File: src/hdl/capture_seq_pkg.sv
/*
 * Shared constants for the multi-trigger capture handshake sequencer.
 * Assumes a single 10 MHz system clock; no other domain is involved.
 */
package capture_seq_pkg;

    // ========================================================
    // Clock and timing
    // ========================================================
    localparam int unsigned CLK_HZ          = 10_000_000;
    localparam int unsigned CLK_PERIOD_NS   = 100;
    localparam int unsigned SEC_IN_NS       = 1_000_000_000;
    localparam int unsigned CYCLES_PER_SEC  = SEC_IN_NS / CLK_PERIOD_NS;

    // ========================================================
    // Wait limit between triggers, in seconds
    // ========================================================
    localparam int unsigned SEC_W           = 6;
    localparam logic [5:0]  TIMEOUT_MIN_SEC = 6'h01;
    localparam logic [5:0]  TIMEOUT_MAX_SEC = 6'h3c;
    localparam logic [5:0]  TIMEOUT_DEF_SEC = 6'h0a;

    // ========================================================
    // Sequence sizing
    // ========================================================
    localparam int unsigned TASK_W          = 4;

    // ========================================================
    // Sequencer states
    // ========================================================
    typedef enum logic [6:0] {
        ST_IDLE    = 7'h01,
        ST_SETUP   = 7'h02,
        ST_CAPTURE = 7'h04,
        ST_HOLD    = 7'h08,
        ST_ARMED   = 7'h10,
        ST_DRAIN   = 7'h20,
        ST_CALC    = 7'h40
    } seq_state_t;

endpackage

File: src/hdl/wait_timer.sv
/*
 * Wait timer: counts whole seconds while run_in is high and pulses
 * expired_out once the configured limit is reached.
 * Assumes limit_sec_in is stable while running; run_in low restarts it.
 */
`timescale 1ns/1ps

module wait_timer #(
    parameter int unsigned CYCLES_PER_SEC = capture_seq_pkg::CYCLES_PER_SEC
) (
    input  wire logic                              core_clk_in,
    input  wire logic                              nrst_in,
    input  wire logic                              run_in,
    input  wire logic [capture_seq_pkg::SEC_W-1:0] limit_sec_in,
    output logic                                   expired_out
);
    import capture_seq_pkg::*;

    localparam logic [31:0] TICK_LAST = 32'(CYCLES_PER_SEC - 1);

    typedef struct packed {
        logic [31:0]      tick;
        logic [SEC_W-1:0] secs;
        logic             expired;
        logic             done;
    } timer_state_t;

    timer_state_t cur;
    timer_state_t next_cur;
    logic [SEC_W-1:0] limit;

    // Out-of-range settings are clamped rather than rejected
    always_comb begin
        if (limit_sec_in < TIMEOUT_MIN_SEC) begin
            limit = TIMEOUT_MIN_SEC;
        end else if (limit_sec_in > TIMEOUT_MAX_SEC) begin
            limit = TIMEOUT_MAX_SEC;
        end else begin
            limit = limit_sec_in;
        end
    end

    always_comb begin
        next_cur         = cur;
        next_cur.expired = 1'b0;
        if (!run_in) begin
            next_cur.tick = 32'h0;
            next_cur.secs = '0;
            next_cur.done = 1'b0;
        end else if (!cur.done) begin
            if (cur.tick == TICK_LAST) begin
                next_cur.tick = 32'h0;
                next_cur.secs = cur.secs + 1'b1;
                if (cur.secs + 1'b1 == limit) begin
                    next_cur.expired = 1'b1;
                    next_cur.done    = 1'b1;
                end
            end else begin
                next_cur.tick = cur.tick + 32'h1;
            end
        end
    end

    always_ff @(posedge core_clk_in or negedge nrst_in) begin
        if (!nrst_in) begin
            cur <= '0;
        end else begin
            cur <= next_cur;
        end
    end

    assign expired_out = cur.expired;

endmodule // wait_timer

File: src/hdl/capture_seq.sv
/*
 * Multi-trigger capture handshake sequencer: trigger, ready and busy
 * toward the controller; start/done pulses toward the camera setup,
 * capture, measurement and final calculation engines.
 * Assumes all inputs are synchronous to core_clk_in and that each
 * engine answers every start pulse with exactly one done pulse.
 */
// What this block does
// - First trigger drops ready, raises busy and starts the first capture (shared) or camera setup.
// - Shared settings: ready returns when capture ends; measurement runs behind.
// - Later triggers come only with ready high; ready drops, busy stays.
// - No parallel measurement: measurements run one at a time, in order.
// - After all measurement and final calculation, busy drops, display starts.
// - Individual settings: each capture first applies its own camera setup.
// - Individual plus parallel: ready returns right after the first capture.
// - Individual plus parallel: later captures hold ready low until measured.
// - Final calculation starts only after every started task has completed.
// - Individual plus parallel: at the end ready is high, busy low.
// - Both options off: measure straight after capture, ready low meanwhile.
// - Both options off: ready returns only when that measurement completes.
// - No trigger within the wait limit after ready marks judgment failed.
// - A trigger while ready is low is refused and raises the error output.
`timescale 1ns/1ps

module capture_seq #(
    parameter int unsigned TASK_W         = capture_seq_pkg::TASK_W,
    parameter int unsigned CYCLES_PER_SEC = capture_seq_pkg::CYCLES_PER_SEC
) (
    input  wire logic                              core_clk_in,
    input  wire logic                              nrst_in,
    input  wire logic                              trigger_in,
    input  wire logic                              shared_settings_in,
    input  wire logic                              parallel_meas_in,
    input  wire logic [TASK_W-1:0]                 task_count_in,
    input  wire logic [capture_seq_pkg::SEC_W-1:0] timeout_sec_in,
    input  wire logic                              setup_done_in,
    input  wire logic                              capture_done_in,
    input  wire logic                              meas_done_in,
    input  wire logic                              calc_done_in,
    output logic                                   ready_out,
    output logic                                   busy_out,
    output logic                                   error_out,
    output logic                                   judge_ng_out,
    output logic                                   setup_start_out,
    output logic                                   capture_start_out,
    output logic                                   meas_start_out,
    output logic                                   calc_start_out,
    output logic                                   display_start_out
);
    import capture_seq_pkg::*;

    // ========================================================
    // State
    // ========================================================
    typedef struct packed {
        seq_state_t      st;
        logic            trig_q;
        logic            ready;
        logic            busy;
        logic            error;
        logic            judge_ng;
        logic            setup_go;
        logic            cap_go;
        logic            meas_go;
        logic            calc_go;
        logic            disp_go;
        logic            shared;
        logic            par;
        logic [TASK_W-1:0] total;
        logic [TASK_W-1:0] idx;
        logic [TASK_W-1:0] pend;
        logic [TASK_W-1:0] outst;
    } seq_regs_t;

    seq_regs_t cur;
    seq_regs_t next_cur;
    logic      trig_rise;
    logic      timed_out;
    logic      meas_idle;
    logic      issue;

    // Wait limit only runs while armed for a later trigger
    wait_timer #(
        .CYCLES_PER_SEC (CYCLES_PER_SEC)
    ) u_wait_timer (
        .core_clk_in    (core_clk_in),
        .nrst_in        (nrst_in),
        .run_in         (cur.st == ST_ARMED),
        .limit_sec_in   (timeout_sec_in),
        .expired_out    (timed_out)
    );

    assign trig_rise = trigger_in && !cur.trig_q;
    assign meas_idle = (cur.pend == '0) && (cur.outst == '0);

    // Start the oldest waiting measurement; serial unless parallel
    always_comb begin
        issue = (cur.pend != '0) && (cur.par || (cur.outst == '0));
    end

    // ========================================================
    // Next-state logic
    // ========================================================
    always_comb begin
        next_cur          = cur;
        next_cur.trig_q   = trigger_in;
        next_cur.setup_go = 1'b0;
        next_cur.cap_go   = 1'b0;
        next_cur.meas_go  = issue;
        next_cur.calc_go  = 1'b0;
        next_cur.disp_go  = 1'b0;

        // Measurement bookkeeping runs beside the handshake
        next_cur.pend  = cur.pend
                       + TASK_W'(cur.st == ST_CAPTURE && capture_done_in)
                       - TASK_W'(issue);
        next_cur.outst = cur.outst + TASK_W'(issue)
                       - TASK_W'(meas_done_in && cur.outst != '0);

        // Refused trigger; cleared by the next accepted one
        if (trig_rise && !cur.ready) begin
            next_cur.error = 1'b1;
        end

        case (cur.st)
            ST_IDLE: begin
                if (trig_rise) begin
                    // Options are frozen for the whole sequence
                    next_cur.shared   = shared_settings_in;
                    next_cur.par      = parallel_meas_in;
                    next_cur.total    = (task_count_in == '0) ?
                                        TASK_W'(1) : task_count_in;
                    next_cur.idx      = '0;
                    next_cur.judge_ng = 1'b0;
                    next_cur.error    = 1'b0;
                    next_cur.ready    = 1'b0;
                    next_cur.busy     = 1'b1;
                    if (shared_settings_in) begin
                        next_cur.st     = ST_CAPTURE;
                        next_cur.cap_go = 1'b1;
                    end else begin
                        next_cur.st       = ST_SETUP;
                        next_cur.setup_go = 1'b1;
                    end
                end
            end
            ST_SETUP: begin
                if (setup_done_in) begin
                    next_cur.st     = ST_CAPTURE;
                    next_cur.cap_go = 1'b1;
                end
            end
            ST_CAPTURE: begin
                if (capture_done_in) begin
                    next_cur.idx = cur.idx + 1'b1;
                    if (cur.idx + 1'b1 == cur.total) begin
                        next_cur.st = ST_DRAIN;
                    end else if (cur.shared ||
                                 (cur.par && cur.idx == '0)) begin
                        next_cur.st    = ST_ARMED;
                        next_cur.ready = 1'b1;
                    end else begin
                        next_cur.st = ST_HOLD;
                    end
                end
            end
            ST_HOLD: begin
                // The capture just taken has been measured
                if (meas_idle) begin
                    next_cur.st    = ST_ARMED;
                    next_cur.ready = 1'b1;
                end
            end
            ST_ARMED: begin
                if (trig_rise) begin
                    next_cur.ready = 1'b0;
                    next_cur.error = 1'b0;
                    if (cur.shared) begin
                        next_cur.st     = ST_CAPTURE;
                        next_cur.cap_go = 1'b1;
                    end else begin
                        next_cur.st       = ST_SETUP;
                        next_cur.setup_go = 1'b1;
                    end
                end else if (timed_out) begin
                    // Remaining captures are abandoned
                    next_cur.judge_ng = 1'b1;
                    next_cur.ready    = 1'b0;
                    next_cur.st       = ST_DRAIN;
                end
            end
            ST_DRAIN: begin
                if (meas_idle && !issue) begin
                    next_cur.st      = ST_CALC;
                    next_cur.calc_go = 1'b1;
                end
            end
            ST_CALC: begin
                if (calc_done_in) begin
                    next_cur.st      = ST_IDLE;
                    next_cur.busy    = 1'b0;
                    next_cur.ready   = 1'b1;
                    next_cur.disp_go = 1'b1;
                end
            end
            default: begin
                next_cur.st    = ST_IDLE;
                next_cur.ready = 1'b1;
                next_cur.busy  = 1'b0;
            end
        endcase
    end

    // ========================================================
    // Registers
    // ========================================================
    always_ff @(posedge core_clk_in or negedge nrst_in) begin
        if (!nrst_in) begin
            cur       <= '0;
            cur.st    <= ST_IDLE;
            cur.ready <= 1'b1;
            // Held high so a trigger level present at reset is no edge
            cur.trig_q <= 1'b1;
        end else begin
            cur <= next_cur;
        end
    end

    // ========================================================
    // Outputs
    // ========================================================
    assign ready_out         = cur.ready;
    assign busy_out          = cur.busy;
    assign error_out         = cur.error;
    assign judge_ng_out      = cur.judge_ng;
    assign setup_start_out   = cur.setup_go;
    assign capture_start_out = cur.cap_go;
    assign meas_start_out    = cur.meas_go;
    assign calc_start_out    = cur.calc_go;
    assign display_start_out = cur.disp_go;

endmodule // capture_seq

File: config.mk
export PLATFORM = sky130hd
export DESIGN_NAME = capture_seq
export DESIGN_NICKNAME = d
export VERILOG_FILES = /design/src/hdl/capture_seq_pkg.sv /design/src/hdl/wait_timer.sv /design/src/hdl/capture_seq.sv
export SDC_FILE = /design/constraint.sdc
export NUM_CORES = 1
export LEC_CHECK = 0
export BUFFER_PORTS_ARGS = -buffer_cell sky130_fd_sc_hd__buf_2
export CORE_MARGIN = 8
export CORE_UTILIZATION = 55
export DETAILED_ROUTE_END_ITERATION = 6
export PLACE_DENSITY = 0.73
export SYNTH_ARGS = -nofsm -noshare
export SYNTH_HDL_FRONTEND = slang
export SYNTH_HIERARCHICAL = 1
export SYNTH_SLANG_ARGS = --single-unit
export TNS_END_PERCENT = 10
File: constraint.sdc
create_clock -name core_clk_in -period 3.2 [get_ports core_clk_in]
set_input_delay 0.16 -clock core_clk_in [delete_from_list [all_inputs] [get_ports core_clk_in]]
set_output_delay 0.16 -clock core_clk_in [all_outputs]
set_load 0.01 [all_outputs]
== Word-level counts from Yosys, hierarchy flattened ==
Cells that the tools add are included.

* Register bits: 75
* Latch bits: 0
* RAM bits: 0
* Memory bits (read-only): 0
* Input bits: 19
* Output and inout bits: 9
* Logic and storage cells: 137
* Memories kept: 0

* Add/subtract/negate cells: 7
* Multiply operators: 0
* Div/mod/pow operators: 0
* $lt $le $gt $ge: 2
* Eq/ne operators: 23
* Shift operators: 0
* Multiplexer cells: 52
* Bitwise logic cells: 2
* Reductions and logical operators: 30

{| class="wikitable"
|+ Operators with widths
! cell !! number
|-
| two-way mux 7 bit || 9
|-
| one-hot mux 7 bit (7 select lines) || 1
|-
| two-way mux 40 bit || 1
|-
| two-way mux 38 bit || 1
|-
| adder 32 x 1 -> 32 bit (second input constant) || 1
|-
| == test 32 x 24 -> 1 bit (second input constant) || 1
|-
| two-way mux 32 bit || 1
|-
| != test 2 bit (second input constant) || 11
|-
| two-way mux 1 bit || 21
|-
| two-way mux 6 bit || 3
|-
| zero test 4 bit || 4
|-
| two-way mux 4 bit || 3
|-
| adder 4 x 1 -> 4 bit || 2
|-
| logical AND 1 bit || 8
|-
| two-way mux 8 bit || 1
|-
| one-hot mux 4 bit (2 select lines) || 1
|-
| AND reduction 8 bit || 1
|-
| nonzero test 4 bit || 2
|-
| subtractor 4 x 1 -> 4 bit || 2
|-
| == test 7 x 1 -> 1 bit (second input constant) || 1
|-
| == test 7 x 2 -> 1 bit (second input constant) || 1
|-
| == test 7 x 3 -> 1 bit (second input constant) || 1
|-
| == test 7 x 4 -> 1 bit (second input constant) || 1
|-
| == test 7 x 5 -> 1 bit (second input constant) || 1
|-
| other kinds (26) || 37
|}

== Depth between registers and ports, before layout ==
* Depth after elaboration: 8
* Depth in mapped cells: 12
* Gate-level depth less buffers: 12

== Cells and area by module ==
Netlist, hierarchy kept.

{| class="wikitable"
|+ By module, submodules not included
! module !! times used !! cells each !! area an instance (sq um) !! seq. area each (sq um)
|-
| wait_timer || 1 || 286 || 2,414.8 || 1,001.0
|-
| capture_seq || 1 || 203 || 2,067.0 || 879.6
|}

== Least setup slack after synthesis ==
No wires, ideal clock.

* Kind: flip-flop to flip-flop
* Start point: reg cur[33] (netlist name)
* End point: reg cur[6] (netlist name)
* Setup time: 0.123 ns
* Data arrival time: 2.147 ns
* Data required time: 3.077 ns
* Path slack: 0.931 ns
* Stages on the path, launching flop included: 12
* Path buffers: 2
* Period minus slack after synthesis: 2.269 ns
* Cell sequence: dfrtp_1 buf_6 nor3_4 and3_1 buf_2 nand2_1 ha_1 inv_1 ha_1 inv_1 fa_1 xnor2_1

==> flow_summary.toml <==
[status]
status = "finished clean"

[flow_run]
maxCapViolCount = 0

[yosys]
ys_seq_area_frac = 0.420
synth_edf_count = 0
ys_types = 68
synth_flop_cell = "dfrtp_1"
ys_async_sr_fraction = 1.00
ys_ff_latch = 75
yosys_warnings = 6
synth_area_um2 = 4480
synthCells = 489
synthesis.nets = 524
syn_area_per_cell_um2 = 9.17

[detailed_routing]
wl_met2_um = 5050
top_layer = "met4"
vias = 3800
ant_nets = 0
drtIter0Drc = 166
dr.pass1.iters = 5
drc = 0
wl_per_cell_um = 16.3
viasPerCell = 6.08
totalWireLength_um = 10200
wl_met1_um = 4430
route.met3.wl_um = 455

[timing]
fin_ws_ns = 0.700
fmax_ghz = 0.400
rsz0062_at_grt = "no"
finalHoldViolations = 0
setup_viol = 0
relSlewSlack = 0.375
period_minus_slack_ns = 2.50
worst_slew_pin_slew_ns = 0.938
setup_tns_ns = 0
slew_viol_final = 0
finalCritPeriodShare = 0.781
fin_skew_ns = 0.0132

[setup_path]
worstPathArrival_ns = 2.73
critPathKind = "reg -> reg"
r2r_slack_ns = 0.70
worstRegToRegCells = 12
cp-end-kind = "flip-flop"
r2r_end = "cur[2]"
path_max_fanout = 3
cp-start-kind = "flip-flop"
required_ns = 3.43
r2r_start = "cur[2]"

[power]
p_leak_uw = 0.00209
power_density_nw_per_um2 = 636
peakVddDrop_v = 0.000253

[min_path]
hold_class = "in -> reg"
min_from = "calc_done_in"
holdPathEnd = "cur[34]"
min_path_cells = 2

[floorplanning]
die-area_um2 = 11300
core_um2 = 8050
die_w_um = 106
io_pins = 28
fp.dieH_um = 106
start_util = 0.557
rows = 33

[finish]
postLayoutCellArea_um2 = 4980
num-fill-cells = 705
reg.largest.list = "u_wait_timer/cur: 39 flops, cur: 26 flops"
drive_gt1_frac = 0.146
multiInputGateArea_um2 = 2400
register_area_um2 = 1880
final_nets = 550
diodes = 0
top_register = "u_wait_timer/cur"
fin_cells = 625
synthToLayoutAreaGrowth_pct = 11.2
largest_register_ffs = 39

[clocking]
clock_latency_ns = 0.35
cts_sinks = 75
postCtsSetupRepairBufs = 0
cts_tree = "yes"
cts-root-buf = "clkbuf_8"
h-tree-depth = 3
path_clk_slew_ns = 0.09
cts_made_buffers = 9
clock_path_buffers = 2

[place]
gp_congestion = 0.866
port_buffers = 27
pre_cts_ws_ns = 0.718
hpwl_um = 7070
place_area_um2 = 4690
placedCellCount = 607

[global_routing]
grt_usage = 0.187
first_global_vias = 3641
antenna_found_initial = 0
grt-ovfl-total = 0
grt_pass1_wl_um = 17400
grt_max_degree = 76
## repair_timing
item	4_1_cts	5_1_grt
endpoints found under the hold margin	73	0
hold buffers	2	0
setup endpoints to repair	0	0
resized for setup	0	0
## area by class of cell
cell class                 instances  share of cell area
sequential                        75               0.377
timing repair buffer              33              0.0377
inverter                          30              0.0226
tap                              105              0.0264
multi-input combinational        366               0.482
clock inverter                     7              0.0294
clock buffer                       9              0.0248
## cells in the final DEF (no fill, tap or decap), types with 15 or more instances in the layout
master   synthesis  final
a21oi_1         21     21
inv_1           29     29
xor2_1          15     15
nand2_1         51     51
buf_2            3     26
nand4_1         19     19
nand3_1         33     33
nor2_1          40     40
dfrtp_1         72     72
## cells in the mapped netlist (all sizes together) (3+ instances only)
cell type / n / area [um2]
a21boi: 3 / 22.5
a21oi: 21 / 105
a22oi: 4 / 30.0
a31o: 5 / 43.8
a31oi: 14 / 87.6
and2: 3 / 18.8
and3: 5 / 31.3
buf: 5 / 37.5
clkbuf: 13 / 48.8
dfrtp: 72 / 1800
dfstp: 3 / 78.8
ha: 14 / 175
inv: 29 / 109
mux2: 5 / 56.3
mux2i: 3 / 30.0
nand2: 53 / 204
nand2b: 3 / 18.8
nand3: 33 / 165
nand4: 20 / 131
nor2: 40 / 150
nor2b: 11 / 71.3
nor3: 10 / 66.3
nor3b: 5 / 37.5
nor4: 7 / 58.8
nor4b: 3 / 32.5
o211ai: 4 / 30.0
o21ai: 18 / 90.1
o22ai: 5 / 31.3
o31ai: 7 / 52.6
or3: 8 / 50.1
or4: 8 / 60.1
xnor2: 11 / 96.3
xor2: 15 / 131
## how the worst max path moves through the flow
stage	from	endpoint	slack, ns	cells past startpoint
2_1_floorplan	cur[33]	cur[6]	0.93	11
3_3_place_gp	cur[33]	cur[6]	0.81	9
3_5_place_dp	cur[2]	cur[2]	0.72	12
4_1_cts	cur[2]	cur[2]	0.68	12
5_1_grt	cur[2]	cur[2]	0.45	12
6_report	cur[2]	cur[2]	0.70	12
## per-stage QoR
step | hold WS, ns | power [uW] | utilization
floorplan | -0.136 | 1940 | -
global placement | 0.284 | 2130 | 0.583
detailed placement | 0.287 | 2200 | 0.583
CTS | 0.00332 | 3210 | 0.619
global route | 0.0230 | 3390 | 0.619
finish | 0.0231 | 3170 | 0.619
## worst max-delay path, cell delays in order (launching register included)
cell	delay, ns
dfrtp_1	0.37
inv_1	0.08
ha_1	0.16
nor3b_1	0.36
nor2_1	0.07
nor2_1	0.21
inv_1	0.07
ha_1	0.28
inv_1	0.05
ha_1	0.15
inv_1	0.06
fa_1	0.37
xnor2_1	0.14
## power breakdown
| part | total (uW) | leakage, uW | switching [uW] | internal (uW) |
|---|---|---|---|---|
| Combinational | 951 | 0.000952 | 515 | 436 |
| Sequential | 1240 | 0.00100 | 130 | 1110 |
| Clock | 981 | 0.000134 | 377 | 604 |
## kinds of logic (layout without fill, tap and decap cells)
kind of cell	Yosys count	after routing	synth area share
simple gates	217	217	0.261
compound gates	98	98	0.152
flops	75	75	0.420
buf+inv	48	79	0.0444
xor+xnor	27	27	0.0561
fa+ha+maj	16	16	0.0480
mux	8	8	0.0193
## per-layer routing
layer,vias up,global-route usage
met5,-,0
met4,0,0.0905
met3,24,0.0321
met2,87,0.302
met1,1871,0.238
li1,1818,-
Power figures use the tool's default switching activity.
